===== src/hdl/mb_pkg.sv =====
// Shared constants and CRC helper for the query/response frame link.
// Assumes one 100 MHz clock; bytes on the link are already deserialised.
// Operation
// First frame byte is address, 1-247, 0 broadcast
// Broadcast queries are neither processed nor answered
// Only function codes 3, 4, 8, 16 accepted; the slave serves 3 and 4 only, others get exception 01
// Master sends even start address, high byte first; mb_master sends CMD_START as given, odd values included
// Master sends even register count, high byte first; mb_master sends CMD_COUNT as given, odd values included
// Frames end with check value, low byte first
// Reception errors discard the frame, no reply
// Each parameter is a 32-bit float, two registers
// Read reply: address, function, byte count, data, check
// Good reply echoes the query function code
// Faulty content with good check gets exception
// Exception function code is query code OR 80h
// Exception carries exactly one error code byte
// Code 04 returns input registers
// Code 03 returns holding registers
// Odd start or count gives error reply
// Float sent high register first, high byte first
// Check is CRC-16, poly A001, init FFFF
// Frames separated by 3.5 character idle gaps
package mb_pkg;
   // Address field
   localparam logic [7:0] BCAST_ADDR = 8'h00;
   localparam logic [7:0] MAX_UNICAST = 8'hF7;
   // Function codes and exception marking
   localparam logic [7:0] FC_RD_HOLD = 8'h03;
   localparam logic [7:0] FC_RD_INPUT = 8'h04;
   localparam logic [7:0] FC_DIAG = 8'h08;
   localparam logic [7:0] FC_WR_MULTI = 8'h10;
   localparam logic [7:0] EXC_FLAG = 8'h80;
   localparam logic [7:0] EXC_NONE = 8'h00;
   localparam logic [7:0] EXC_ILL_FUNC = 8'h01;
   localparam logic [7:0] EXC_ILL_ADDR = 8'h02;
   localparam logic [7:0] EXC_ILL_VALUE = 8'h03;
   // Error check
   localparam logic [15:0] CRC_INIT = 16'hFFFF;
   localparam logic [15:0] CRC_POLY = 16'hA001;
   localparam logic [15:0] CRC_GOOD = 16'h0000;
   // Query layout: byte positions and lengths
   localparam logic [3:0] HDR_LEN = 4'h6;
   localparam logic [3:0] QUERY_LEN = 4'h8;
   localparam logic [3:0] MIN_FRAME = 4'h4;
   localparam logic [3:0] LEN_SAT = 4'hF;
   localparam int P_ADDR = 0;
   localparam int P_FC = 1;
   localparam int P_START_HI = 2;
   localparam int P_START_LO = 3;
   localparam int P_CNT_HI = 4;
   localparam int P_CNT_LO = 5;
   // Response layout
   localparam logic [5:0] RSP_HDR = 6'h03;
   localparam logic [5:0] IDX_ADDR = 6'h00;
   localparam logic [5:0] IDX_FC = 6'h01;
   localparam logic [5:0] IDX_CNT = 6'h02;
   localparam logic [15:0] MAX_REGS = 16'h000C;
   localparam logic [15:0] REG_PAIR = 16'h0002;
   // Response buffer shape: data byte plus last-byte flag
   localparam int FIFO_W = 9;
   localparam int FIFO_D = 32;
   // Gap: 3.5 characters of 11 bits at 9600 baud, rounded up
   localparam int CLK_PERIOD_NS = 10;
   localparam int CHAR_TIME_NS = 1146000;
   localparam int GAP_HALF_CHARS = 7;
   localparam int GAP_CYC = (CHAR_TIME_NS * GAP_HALF_CHARS + 2 * CLK_PERIOD_NS - 1)
                            / (2 * CLK_PERIOD_NS);
   // Master gives up on a reply after this long
   localparam int RSP_TMO_NS = 1000000;
   localparam int TMO_CYC = RSP_TMO_NS / CLK_PERIOD_NS;

   // One byte of the reflected CRC-16
   function automatic logic [15:0] crc_step(input logic [15:0] crc, input logic [7:0] b);
      logic [15:0] c;
      c = crc ^ {8'h00, b};
      for (int i = 0; i < 8; i++) begin
         c = c[0] ? ((c >> 1) ^ CRC_POLY) : (c >> 1);
      end
      return c;
   endfunction
endpackage


===== src/hdl/mb_link_if.sv =====
// Byte-level link between the bus master and the meter slave.
// Assumes both ends share CLK; the idle gap is signalled by q_end.
`timescale 1ns/1ns
interface mb_link_if;
   logic q_valid; // Query byte strobe
   logic [7:0] q_data; // Query byte
   logic q_perr; // Parity fault on this byte
   logic q_end; // Idle gap seen: frame complete
   logic r_valid; // Reply byte available
   logic [7:0] r_data; // Reply byte
   logic r_last; // Last byte of reply
   logic r_ready; // Master takes reply byte
   modport master (output q_valid, q_data, q_perr, q_end, r_ready,
                   input r_valid, r_data, r_last);
   modport slave (input q_valid, q_data, q_perr, q_end, r_ready,
                  output r_valid, r_data, r_last);
endinterface


===== src/hdl/mb_slave.sv =====
// Meter end: response buffer, query checker and response builder.
// Assumes parameter values are served combinationally on REG_DATA.
`timescale 1ns/1ns

// Plain FIFO in flip-flops
module mb_fifo #(
   parameter int W = 8,
   parameter int D = 4
) (
   input wire logic CLK,
   input wire logic NRST,
   input wire logic IN_VALID,
   output logic IN_READY,
   input wire logic [W-1:0] IN_DATA,
   output logic OUT_VALID,
   input wire logic OUT_READY,
   output logic [W-1:0] OUT_DATA
);
   localparam int AW = $clog2(D);
   typedef struct packed {
      logic [D-1:0][W-1:0] mem; // Storage
      logic [AW-1:0] wp; // Write index
      logic [AW-1:0] rp; // Read index
      logic [AW:0] cnt; // Fill level
   } fifo_t;
   fifo_t s_ff, nxt_s;
   logic push, pop;

   // Honest flags from the fill level
   assign IN_READY = (s_ff.cnt != (AW + 1)'(D));
   assign OUT_VALID = (s_ff.cnt != '0);
   assign OUT_DATA = s_ff.mem[s_ff.rp];
   assign push = IN_VALID && IN_READY;
   assign pop = OUT_VALID && OUT_READY;

   // Pointer and level update
   always_comb begin
      nxt_s = s_ff;
      if (push) begin
         nxt_s.mem[s_ff.wp] = IN_DATA;
         nxt_s.wp = (s_ff.wp == AW'(D - 1)) ? '0 : s_ff.wp + 1'b1;
      end
      if (pop) begin
         nxt_s.rp = (s_ff.rp == AW'(D - 1)) ? '0 : s_ff.rp + 1'b1;
      end
      nxt_s.cnt = s_ff.cnt + (AW + 1)'(push) - (AW + 1)'(pop);
   end

   // State register
   always_ff @(posedge CLK or negedge NRST) begin
      if (!NRST) begin
         s_ff <= '0;
      end else begin
         s_ff <= nxt_s;
      end
   end
endmodule

module mb_slave (
   input wire logic CLK,
   input wire logic NRST,
   mb_link_if.slave LINK,
   input wire logic [7:0] MY_ADDR,
   output logic REG_RD,
   output logic REG_HOLD,
   output logic [15:0] REG_ADDR,
   input wire logic [31:0] REG_DATA,
   output logic BUSY
);
   import mb_pkg::*;
   typedef enum logic [0:0] {S_RX = 1'b0, S_GEN = 1'b1} sst_t;
   typedef struct packed {
      sst_t st; // Receiving or building a reply
      logic [5:0][7:0] hdr; // First six query bytes
      logic [3:0] len; // Query length, saturating
      logic perr; // Parity fault seen in this frame
      logic [15:0] crc; // Running check, rx then tx
      logic [5:0] idx; // Reply byte index
      logic [5:0] total; // Reply length without check
      logic [7:0] exc; // Exception code, zero if none
   } slv_t;
   slv_t s_ff, nxt_s;
   logic f_valid, f_ready, f_last;
   logic [7:0] f_byte;
   logic [8:0] f_out;
   logic [15:0] q_start, q_cnt;
   logic [5:0] di;
   logic [7:0] chk_exc;
   logic frame_ok;

   assign q_start = {s_ff.hdr[P_START_HI], s_ff.hdr[P_START_LO]};
   assign q_cnt = {s_ff.hdr[P_CNT_HI], s_ff.hdr[P_CNT_LO]};
   assign di = s_ff.idx - RSP_HDR;

   // Content check, first fault in this order wins
   always_comb begin
      if (s_ff.hdr[P_FC] != FC_RD_HOLD && s_ff.hdr[P_FC] != FC_RD_INPUT) begin
         chk_exc = EXC_ILL_FUNC; // 8 and 16 are not served here
      end else if (s_ff.len != QUERY_LEN) begin
         chk_exc = EXC_ILL_VALUE;
      end else if (q_start[0] || q_cnt[0]) begin
         chk_exc = EXC_ILL_ADDR;
      end else if (q_cnt == '0 || q_cnt > MAX_REGS) begin
         chk_exc = EXC_ILL_VALUE; // reply must fit the buffer
      end else begin
         chk_exc = EXC_NONE;
      end
   end

   // Frame is for us and arrived clean
   assign frame_ok = !s_ff.perr && s_ff.len >= MIN_FRAME && s_ff.crc == CRC_GOOD
                     && s_ff.hdr[P_ADDR] != BCAST_ADDR
                     && s_ff.hdr[P_ADDR] == MY_ADDR;

   // Register lookup: two registers per float, high half first
   assign REG_RD = (s_ff.st == S_GEN) && (s_ff.exc == EXC_NONE)
                   && (s_ff.idx >= RSP_HDR) && (s_ff.idx < s_ff.total);
   assign REG_HOLD = (s_ff.hdr[P_FC] == FC_RD_HOLD);
   assign REG_ADDR = q_start + REG_PAIR * 16'(di[5:2]);

   // Reply byte for the current index
   always_comb begin
      f_last = 1'b0;
      if (s_ff.idx == IDX_ADDR) begin
         f_byte = MY_ADDR;
      end else if (s_ff.idx == IDX_FC) begin
         f_byte = (s_ff.exc == EXC_NONE) ? s_ff.hdr[P_FC]
                                        : (s_ff.hdr[P_FC] | EXC_FLAG);
      end else if (s_ff.idx == IDX_CNT) begin
         f_byte = (s_ff.exc == EXC_NONE) ? 8'(s_ff.total - RSP_HDR) : s_ff.exc;
      end else if (s_ff.idx < s_ff.total) begin
         f_byte = REG_DATA[8 * (3 - int'(di[1:0])) +: 8];
      end else if (s_ff.idx == s_ff.total) begin
         f_byte = s_ff.crc[7:0];
      end else begin
         f_byte = s_ff.crc[15:8];
         f_last = 1'b1;
      end
   end
   assign f_valid = (s_ff.st == S_GEN);

   // Receive, check and build
   always_comb begin
      nxt_s = s_ff;
      case (s_ff.st)
         S_RX: begin
            if (LINK.q_valid) begin
               if (s_ff.len < HDR_LEN) begin
                  nxt_s.hdr[s_ff.len[2:0]] = LINK.q_data;
               end
               if (s_ff.len != LEN_SAT) begin
                  nxt_s.len = s_ff.len + 4'h1;
               end
               nxt_s.crc = crc_step(s_ff.crc, LINK.q_data);
               nxt_s.perr = s_ff.perr | LINK.q_perr;
            end
            if (LINK.q_end) begin
               nxt_s.len = '0;
               nxt_s.perr = 1'b0;
               nxt_s.crc = CRC_INIT;
               if (frame_ok) begin
                  nxt_s.st = S_GEN;
                  nxt_s.idx = '0;
                  nxt_s.exc = chk_exc;
                  nxt_s.total = (chk_exc == EXC_NONE) ? RSP_HDR + 6'(q_cnt[4:0]) * 6'h02
                                                      : RSP_HDR;
               end
            end
         end
         S_GEN: begin
            // Stalls whenever the buffer is full
            if (f_ready) begin
               if (s_ff.idx < s_ff.total) begin
                  nxt_s.crc = crc_step(s_ff.crc, f_byte);
               end
               nxt_s.idx = s_ff.idx + 6'h01;
               if (f_last) begin
                  nxt_s.st = S_RX;
                  nxt_s.crc = CRC_INIT;
               end
            end
         end
         default: begin
            nxt_s.st = S_RX;
         end
      endcase
   end

   // State register
   always_ff @(posedge CLK or negedge NRST) begin
      if (!NRST) begin
         s_ff <= '{st: S_RX, crc: CRC_INIT, default: '0};
      end else begin
         s_ff <= nxt_s;
      end
   end

   // Reply buffer between builder and link
   mb_fifo #(.W(FIFO_W), .D(FIFO_D)) u_fifo (
      .CLK(CLK),
      .NRST(NRST),
      .IN_VALID(f_valid),
      .IN_READY(f_ready),
      .IN_DATA({f_last, f_byte}),
      .OUT_VALID(LINK.r_valid),
      .OUT_READY(LINK.r_ready),
      .OUT_DATA(f_out)
   );
   assign LINK.r_data = f_out[7:0];
   assign LINK.r_last = f_out[8];
   // Queries arriving while a reply is built are dropped: link is half duplex
   assign BUSY = (s_ff.st == S_GEN);
endmodule


===== src/flat_wrapper.sv =====
// flat-port wrapper written by rule: the top's interface ports become plain ports
module mb_slave_flat import mb_pkg::*;
  (CLK, NRST, MY_ADDR, REG_RD, REG_HOLD, REG_ADDR, REG_DATA, BUSY, LINK_q_valid, LINK_q_data, LINK_q_perr, LINK_q_end, LINK_r_ready, LINK_r_valid, LINK_r_data, LINK_r_last);
  mb_link_if LINK_i ();
  input wire logic CLK;
  input wire logic NRST;
  input wire logic [7:0] MY_ADDR;
  output logic REG_RD;
  output logic REG_HOLD;
  output logic [15:0] REG_ADDR;
  input wire logic [31:0] REG_DATA;
  output logic BUSY;
  input wire logic [$bits(LINK_i.q_valid)-1:0] LINK_q_valid;
  input wire logic [$bits(LINK_i.q_data)-1:0] LINK_q_data;
  input wire logic [$bits(LINK_i.q_perr)-1:0] LINK_q_perr;
  input wire logic [$bits(LINK_i.q_end)-1:0] LINK_q_end;
  input wire logic [$bits(LINK_i.r_ready)-1:0] LINK_r_ready;
  output wire logic [$bits(LINK_i.r_valid)-1:0] LINK_r_valid;
  output wire logic [$bits(LINK_i.r_data)-1:0] LINK_r_data;
  output wire logic [$bits(LINK_i.r_last)-1:0] LINK_r_last;
  assign LINK_i.q_valid = LINK_q_valid;
  assign LINK_i.q_data = LINK_q_data;
  assign LINK_i.q_perr = LINK_q_perr;
  assign LINK_i.q_end = LINK_q_end;
  assign LINK_i.r_ready = LINK_r_ready;
  assign LINK_r_valid = LINK_i.r_valid;
  assign LINK_r_data = LINK_i.r_data;
  assign LINK_r_last = LINK_i.r_last;
  mb_slave u_core (.CLK(CLK), .NRST(NRST), .LINK(LINK_i), .MY_ADDR(MY_ADDR), .REG_RD(REG_RD), .REG_HOLD(REG_HOLD), .REG_ADDR(REG_ADDR), .REG_DATA(REG_DATA), .BUSY(BUSY));
endmodule

===== config.mk =====
export PLATFORM = sky130hd
export DESIGN_NAME = mb_slave_flat
export DESIGN_NICKNAME = d
export VERILOG_FILES = /design/src/hdl/mb_pkg.sv /design/src/hdl/mb_link_if.sv /design/src/hdl/mb_slave.sv /design/src/flat_wrapper.sv
export SDC_FILE = /design/constraint.sdc
export NUM_CORES = 1
export LEC_CHECK = 0
export BUFFER_PORTS_ARGS = -buffer_cell sky130_fd_sc_hd__buf_2
export CAP_MARGIN = 20
export CORE_ASPECT_RATIO = 0.9
export CORE_MARGIN = 2
export CORE_UTILIZATION = 30
export CTS_BUF_LIST = sky130_fd_sc_hd__clkbuf_4 sky130_fd_sc_hd__clkbuf_8
export DETAILED_ROUTE_END_ITERATION = 6
export GPL_ROUTABILITY_DRIVEN = 0
export GPL_TIMING_DRIVEN = 0
export MAX_ROUTING_LAYER = met4
export REMOVE_ABC_BUFFERS = 1
export SYNTH_ARGS = -nofsm -noshare
export SYNTH_HDL_FRONTEND = slang
export SYNTH_SLANG_ARGS = --single-unit
export TNS_END_PERCENT = 1

===== constraint.sdc =====
create_clock -name CLK -period 4.8 [get_ports CLK]
set_clock_uncertainty 0.05 [all_clocks]
set_input_delay 0.96 -clock CLK [delete_from_list [all_inputs] [get_ports CLK]]
set_output_delay 0.96 -clock CLK [all_outputs]
set_load 0.01 [all_outputs]

==> metrics, run 1 <==
R2R cell count=11; layout net count=around 1,900; FMAX=around 0.22 GHz; critical path class=flip-flop to primary output; worst skew pair latency=between 600 and 700 ps; YS warnings=0; I/O Pins=83; RR Endpoint=u_core.s_ff[35]$_DFFE_PN1P_; Seq pwr share=0.424; maximum VDD drop=0.3705 mV; first-pass GRT wire length=just over 80,000 µm; DRC Markers=0; Clock Power Share=0.313; Final period util=0.9632; net switching power=3.060 mW; GRT Resource Usage Total=0.1658; Post-CTS Hold Fix Bufs=0; Slew HR=0.1954; Synth top cells by count=dfrtp_1, nand2_1, o21ai_0; hpwl dp=33,460 µm; Critical Path End=LINK_r_data[0]; Routed Antenna Nets=0; sequential fraction of the synthesis area=0.5098; Post-Syn Instances=1,770; largest net degree at the start of global routing=127; antenna fix cells=0; GRT overflow=0; Worst Path Max Fanout=40; Crit. End Element=primary output; die height=243.3 µm; Yosys top cell by area=dfrtp_1; Post-Syn Area=about 19,000 µm²; Initial Util=0.3038; IO buf count=82; Initial DRC Count=1,415; Routed WL per cell=19.17 µm; Fill cells=6,239; Core ar.=62,810 µm²; synth-to-layout area growth=14.83%; Worst Setup SP=u_core.u_fifo.s_ff[6]$_DFFE_PN0P_; Max-Cap Viols=0; vias in the first global route=14,140; clock transition at the registers of the reported paths=roughly 70 ps; status=finished clean; Pwr per Cell Area=~430 nW/µm²; Comb power frac=0.263; CTS sink cnt=388; switching share of power=0.3227; row cnt=87; Detailed Route WL=52,020 µm; crit path time final=4623 ps; TritonRoute pass-1 iters=5; Least-Margin Pin Slew=around 1200 ps; CP Launch Type=flip-flop; Synth Flop Type=dfrtp_1; largest cells by area after synthesis=dfrtp_1, mux4_2, o21ai_0; initial antenna violation count=0; Via density=5.108; Finished Layout Cells=2,713; Inst Count DP=2,595; Slew Viols, Final=0; Pleak=9.424 nW; clock buffer depth=3; TritonCTS clock tree=yes; critical path data required time=3790 ps; share of layout cells above drive strength 1=0.2211; r2r setup slk=290 ps; EDFF count, synth=0; die area=~66,000 µm²; most frequent cell after synthesis=dfrtp_1; syn avg cell area=10.78 µm²; Die Wd=269.9 µm; asr flop ratio synth=1.000; total CTS buffers=59; Int Power=6.422 mW; post-synth cell types=68; H-tree levels=2; Fin. Hold Viols=0; post-synth top area share=0.4878; HP Class=primary input to asynchronous set/reset pin; Root Buffer Master=clkbuf_8; Via Count=13,860; final setup TNS=0 ps; Yosys reg bits=between 300 and 400; count of final setup violators=0; FF-to-FF Start=u_core.s_ff[14]$_DFFE_PN0P_; crit path DAT=3610 ps
==> routing by layer <==
layer	wire length (µm)	global-route usage
met2	22550	0.2395
met1	24120	0.2364
met5	0	-
met4	1286	0.04477
met3	4054	0.03381
==> worst min-delay path by stage <==
stage                                                   start                                  end  slack, ps  cells past startpoint
after floorplan           u_core.u_fifo.s_ff[106]$_DFFE_PN0P_  u_core.u_fifo.s_ff[106]$_DFFE_PN0P_        390                      2
after global placement    u_core.u_fifo.s_ff[290]$_DFFE_PN0P_  u_core.u_fifo.s_ff[290]$_DFFE_PN0P_        410                      2
after detailed placement   u_core.u_fifo.s_ff[42]$_DFFE_PN0P_   u_core.u_fifo.s_ff[42]$_DFFE_PN0P_        420                      2
after CTS                                                NRST  u_core.u_fifo.s_ff[159]$_DFFE_PN0P_        220                      1
after global routing                                     NRST  u_core.u_fifo.s_ff[159]$_DFFE_PN0P_        230                      1
final                                                    NRST  u_core.u_fifo.s_ff[159]$_DFFE_PN0P_        210                      1
==> power by group through the flow <==
| stage | logic [mW] | clock network [mW] | registers [mW] |
|---|---|---|---|
| after CTS | 2.49 | 3.03 | 4.02 |
| after floorplan | 1.64 | 0 | 3.97 |
| after global routing | 2.70 | 3.19 | 4.07 |
| after global placement | 2.15 | 0 | 4.19 |
| after detailed placement | 2.40 | 0 | 4.08 |
| final | 2.50 | 2.96 | 4.02 |
==> what timing repair did <==
action | CTS | global route
buffers inserted | 4 | 2
pin swaps | 4 | 2
gates resized for setup | 4 | 10
gates cloned | 3 | 0
setup endpoints to repair | 13 | 12
==> flip-flops by register name (all words and copies together), names as in the netlist <==
name	flops
u_core.s_ff	51
u_core.q_start	16
u_core.u_fifo.s_ff	304
u_core.q_cnt	16
u_core.BUSY	1
==> per-stage QoR <==
step                      hold WS [ps]    util  total power [mW]  worst slack [ps]  area (µm²)
after global placement           406.1  0.3200             6.339             -4595       20100
after global routing             230.9  0.3489             9.965           -0.2878       21910
after CTS                        222.6  0.3478             9.534             56.76       21840
final                            212.2  0.3489             9.482             176.8       21910
after floorplan                  394.6       -             5.608            -520.1       18630
after detailed placement         415.3  0.3257             6.473            -706.5       20460
==> worst max-delay path: stages, from the launching register on <==
cell and delay, ps:
dfrtp_4 940, buf_16 340, mux4_2 610, mux4_2 540, mux2_4 300, buf_2 140
==> layout make-up <==
| type | count | area [µm²] | area share |
|---|---|---|---|
| Clock inverter | 12 | 112.6 | 0.005139 |
| Tap cell | 845 | 1057 | 0.04825 |
| Clock buffer | 96 | 1184 | 0.05401 |
| Sequential cell | 388 | 9742 | 0.4446 |
| Timing Repair Buffer | 102 | 780.7 | 0.03563 |
| Inverter | 32 | 120.1 | 0.005481 |
| Multi-Input combinational cell | 1238 | 8917 | 0.4069 |
==> cell usage in the layout (no fill, tap or decap), types with 21 or more instances in the layout <==
| cell type | count |
|---|---|
| a21oi_1 | 32 |
| buf_2 | 79 |
| clkbuf_4 | 22 |
| clkbuf_8 | 74 |
| dfrtp_1 | 368 |
| ha_1 | 35 |
| inv_1 | 31 |
| mux2_2 | 54 |
| mux4_2 | 98 |
| nand2_1 | 365 |
| nand3_1 | 21 |
| nor2_1 | 72 |
| o21ai_0 | 291 |
| o21ai_1 | 25 |
| xnor2_1 | 58 |
| xor2_1 | 25 |
==> kinds of logic (layout without fill, tap and decap cells) <==
logic type,count (synthesis),after routing,share of synthesized area
mux,167,167,0.1560
fa+ha+maj,37,37,0.02505
buf+inv,147,242,0.02996
compound gates,408,411,0.1179
flops,388,388,0.5098
simple gates,536,536,0.1182
xor+xnor,87,87,0.04308
Power figures use the tool's default switching activity.
==> run 2: changes to the inputs <==
--- a/config.mk
+++ b/config.mk
@@ -9,12 +9,13 @@
 export CAP_MARGIN = 20
 export CORE_ASPECT_RATIO = 0.9
 export CORE_MARGIN = 2
-export CORE_UTILIZATION = 30
+export CORE_UTILIZATION = 52
 export CTS_BUF_LIST = sky130_fd_sc_hd__clkbuf_4 sky130_fd_sc_hd__clkbuf_8
 export DETAILED_ROUTE_END_ITERATION = 6
 export GPL_ROUTABILITY_DRIVEN = 0
 export GPL_TIMING_DRIVEN = 0
 export MAX_ROUTING_LAYER = met4
+export PLACE_DENSITY = 0.69
 export REMOVE_ABC_BUFFERS = 1
 export SYNTH_ARGS = -nofsm -noshare
 export SYNTH_HDL_FRONTEND = slang
==> run 2 against run 1 <==
Sequential power about the same. Core utilization increased by 25 points. Register-to-register slack about the same. Sequential cell count unchanged. Combinational power about the same. Critical path depth increased by 1.
==> metrics, run 2 (synthesized netlist as in run 1, its figures left out) <==
status=finished clean; TritonRoute pass-1 iters=7 (+2); Via Count=13,880 (+0.14%); die area=38,250 µm² (-42%); met3 Use GR=0.04902 (+0.01521); Detailed Route WL=48,940 µm (-5.9%); H-tree levels=2 (unchanged); Routed WL per cell=20.80 µm (+8.5%); CTS sink cnt=388 (unchanged); first-pass GRT wire length=77,230 µm (-7.0%); I/O Pins=83 (unchanged); largest net degree at the start of global routing=127 (unchanged); critical path class=flip-flop to primary output; fin util=0.5959 (+0.2470); total CTS buffers=61 (+3.4%); number of flip-flops in the largest register=304 (unchanged); synth-to-layout area growth=12.95%; Worst Setup SP=u_core.u_fifo.s_ff[6]$_DFFE_PN0P_; GRT busiest layer=met2; clock buffer depth=3 (unchanged); Pleak=9.469 nW (+0.48%); initial antenna violation count=1 (+1); met1 usage=0.3646 (+0.1282); GRT overflow=0 (unchanged); HP Class=primary input to asynchronous set/reset pin; Initial Util=0.5276 (+0.2238); Slew HR=0.2261 (+0.03066); critical path data required time=3790 ps (about the same); Fin. Hold Viols=0 (unchanged); maximum VDD drop=0.2550 mV (-31%); TritonCTS clock tree=yes; crit path DAT=3580 ps (-30 ps); pre-CTS WS=-303.1 ps (+403.4 ps); RSZ-0062 raised after global routing=no; Initial DRC Count=1,128 (-20%); commonest cells after routing, fill and taps aside=dfrtp_1, nand2_1, o21ai_0, mux4_2, clkbuf_8; Root Buffer Master=clkbuf_8; Least-Margin Pin Slew=1143 ps (-51.00 ps); R2R cell count=11 (unchanged); Die Wd=205.9 µm (-24%); count of final setup violators=0 (unchanged); dpl cell area=19,980 µm² (-2.3%); die height=185.7 µm (-24%); Top Registers=u_core.u_fifo.s_ff x304, u_core.s_ff x51; Max-Cap Viols=0 (unchanged); layout net count=1,914 (+0.10%); Via density=5.898 (+15%); IO buf count=82 (unchanged); Pwr per Cell Area=447.3 nW/µm² (+3.4%); clock transition at the registers of the reported paths=60 ps (about the same); CP Launch Type=flip-flop; hpwl dp=31,780 µm (-5.0%); worst skew pair latency=620 ps (-20 ps); share of layout cells above drive strength 1=0.2244 (+0.003322); vias in the first global route=13,780 (-2.5%); FF-to-FF Start=u_core.s_ff[14]$_DFFE_PN0P_; Largest Register=u_core.u_fifo.s_ff; GRT Resource Usage Total=0.2705 (+0.1046); Routed Antenna Nets=0 (unchanged); final instance area=21,550 µm² (-1.6%); Core ar.=36,170 µm² (-42%); DRC Markers=0 (unchanged); most common cell after layout, fill and taps aside=dfrtp_1; Design Power=9.642 mW (+1.7%); row cnt=66 (-24%); WHS=167.2 ps (-45.04 ps); Slew Viols, Final=0 (unchanged); met2 Resource Use GR=0.4200 (+0.1805); FMAX=0.2181 GHz (+0.82%); Crit. End Element=primary output; final setup margin=214.2 ps (+37.41 ps); Final period util=0.9554 (-0.007795); crit path time final=4586 ps (-37.41 ps); Worst Path Max Fanout=31 (-23%)
[run 2: report_power, final]
part	leakage (nW)	internal [mW]	switching [mW]
combinational	4.77	1.24	1.23
clock	0.766	1.84	1.33
sequential	3.94	3.55	0.456
[run 2: per-layer routing]
| layer | up-vias | part of all wire |
|---|---|---|
| met5 | - | 0 |
| met4 | 0 | 0.031 |
| met3 | 102 | 0.069 |
| met2 | 444 | 0.47 |
| met1 | 6979 | 0.43 |
| li1 | 6353 | - |
[run 2: final cells by class]
type	instances	area [µm²]
multi-input cells	1238	8892
flip-flops and latches	388	9739
clock buffers	97	1266
diodes	1	2.502
inverters	32	120.1
well taps	476	595.6
clock inverters	19	175.2
fillers	2955	14620
repair buffers	102	763.2
[run 2: final timing paths]
check                      slack (ps)                                   to
max reg2reg                       290          u_core.s_ff[35]$_DFFE_PN1P_
max in group asynchronous        3110  u_core.u_fifo.s_ff[189]$_DFFE_PN0P_
min reg2reg                       430  u_core.u_fifo.s_ff[150]$_DFFE_PN0P_
min in group CLK                  430  u_core.u_fifo.s_ff[150]$_DFFE_PN0P_
min                               170  u_core.u_fifo.s_ff[138]$_DFFE_PN0P_
max                               210                          LINK_r_last
[run 2: timing repair]
item                                    in CTS  in global routing
hold buffers                                 0                  0
gates resized for setup                      3                  2
setup buffers                                1                  4
pin swaps                                    2                  3
gates cloned                                 2                  1
endpoints found under the setup margin       3                  4
[run 2: worst max-delay path, stage by stage (launching register included)]
cell and delay, ps:
dfrtp_4 760, buf_12 290, buf_16 280, mux4_2 580
mux4_2 550, mux2_2 310, buf_2 150
[run 2: through the flow]
step	std cells	TNS, ps
after detailed placement	2226	-688.1
after floorplan	1655	-4681
after CTS	2345	0
final	2353	0
after global routing	2353	0
after global placement	2213	-1836170
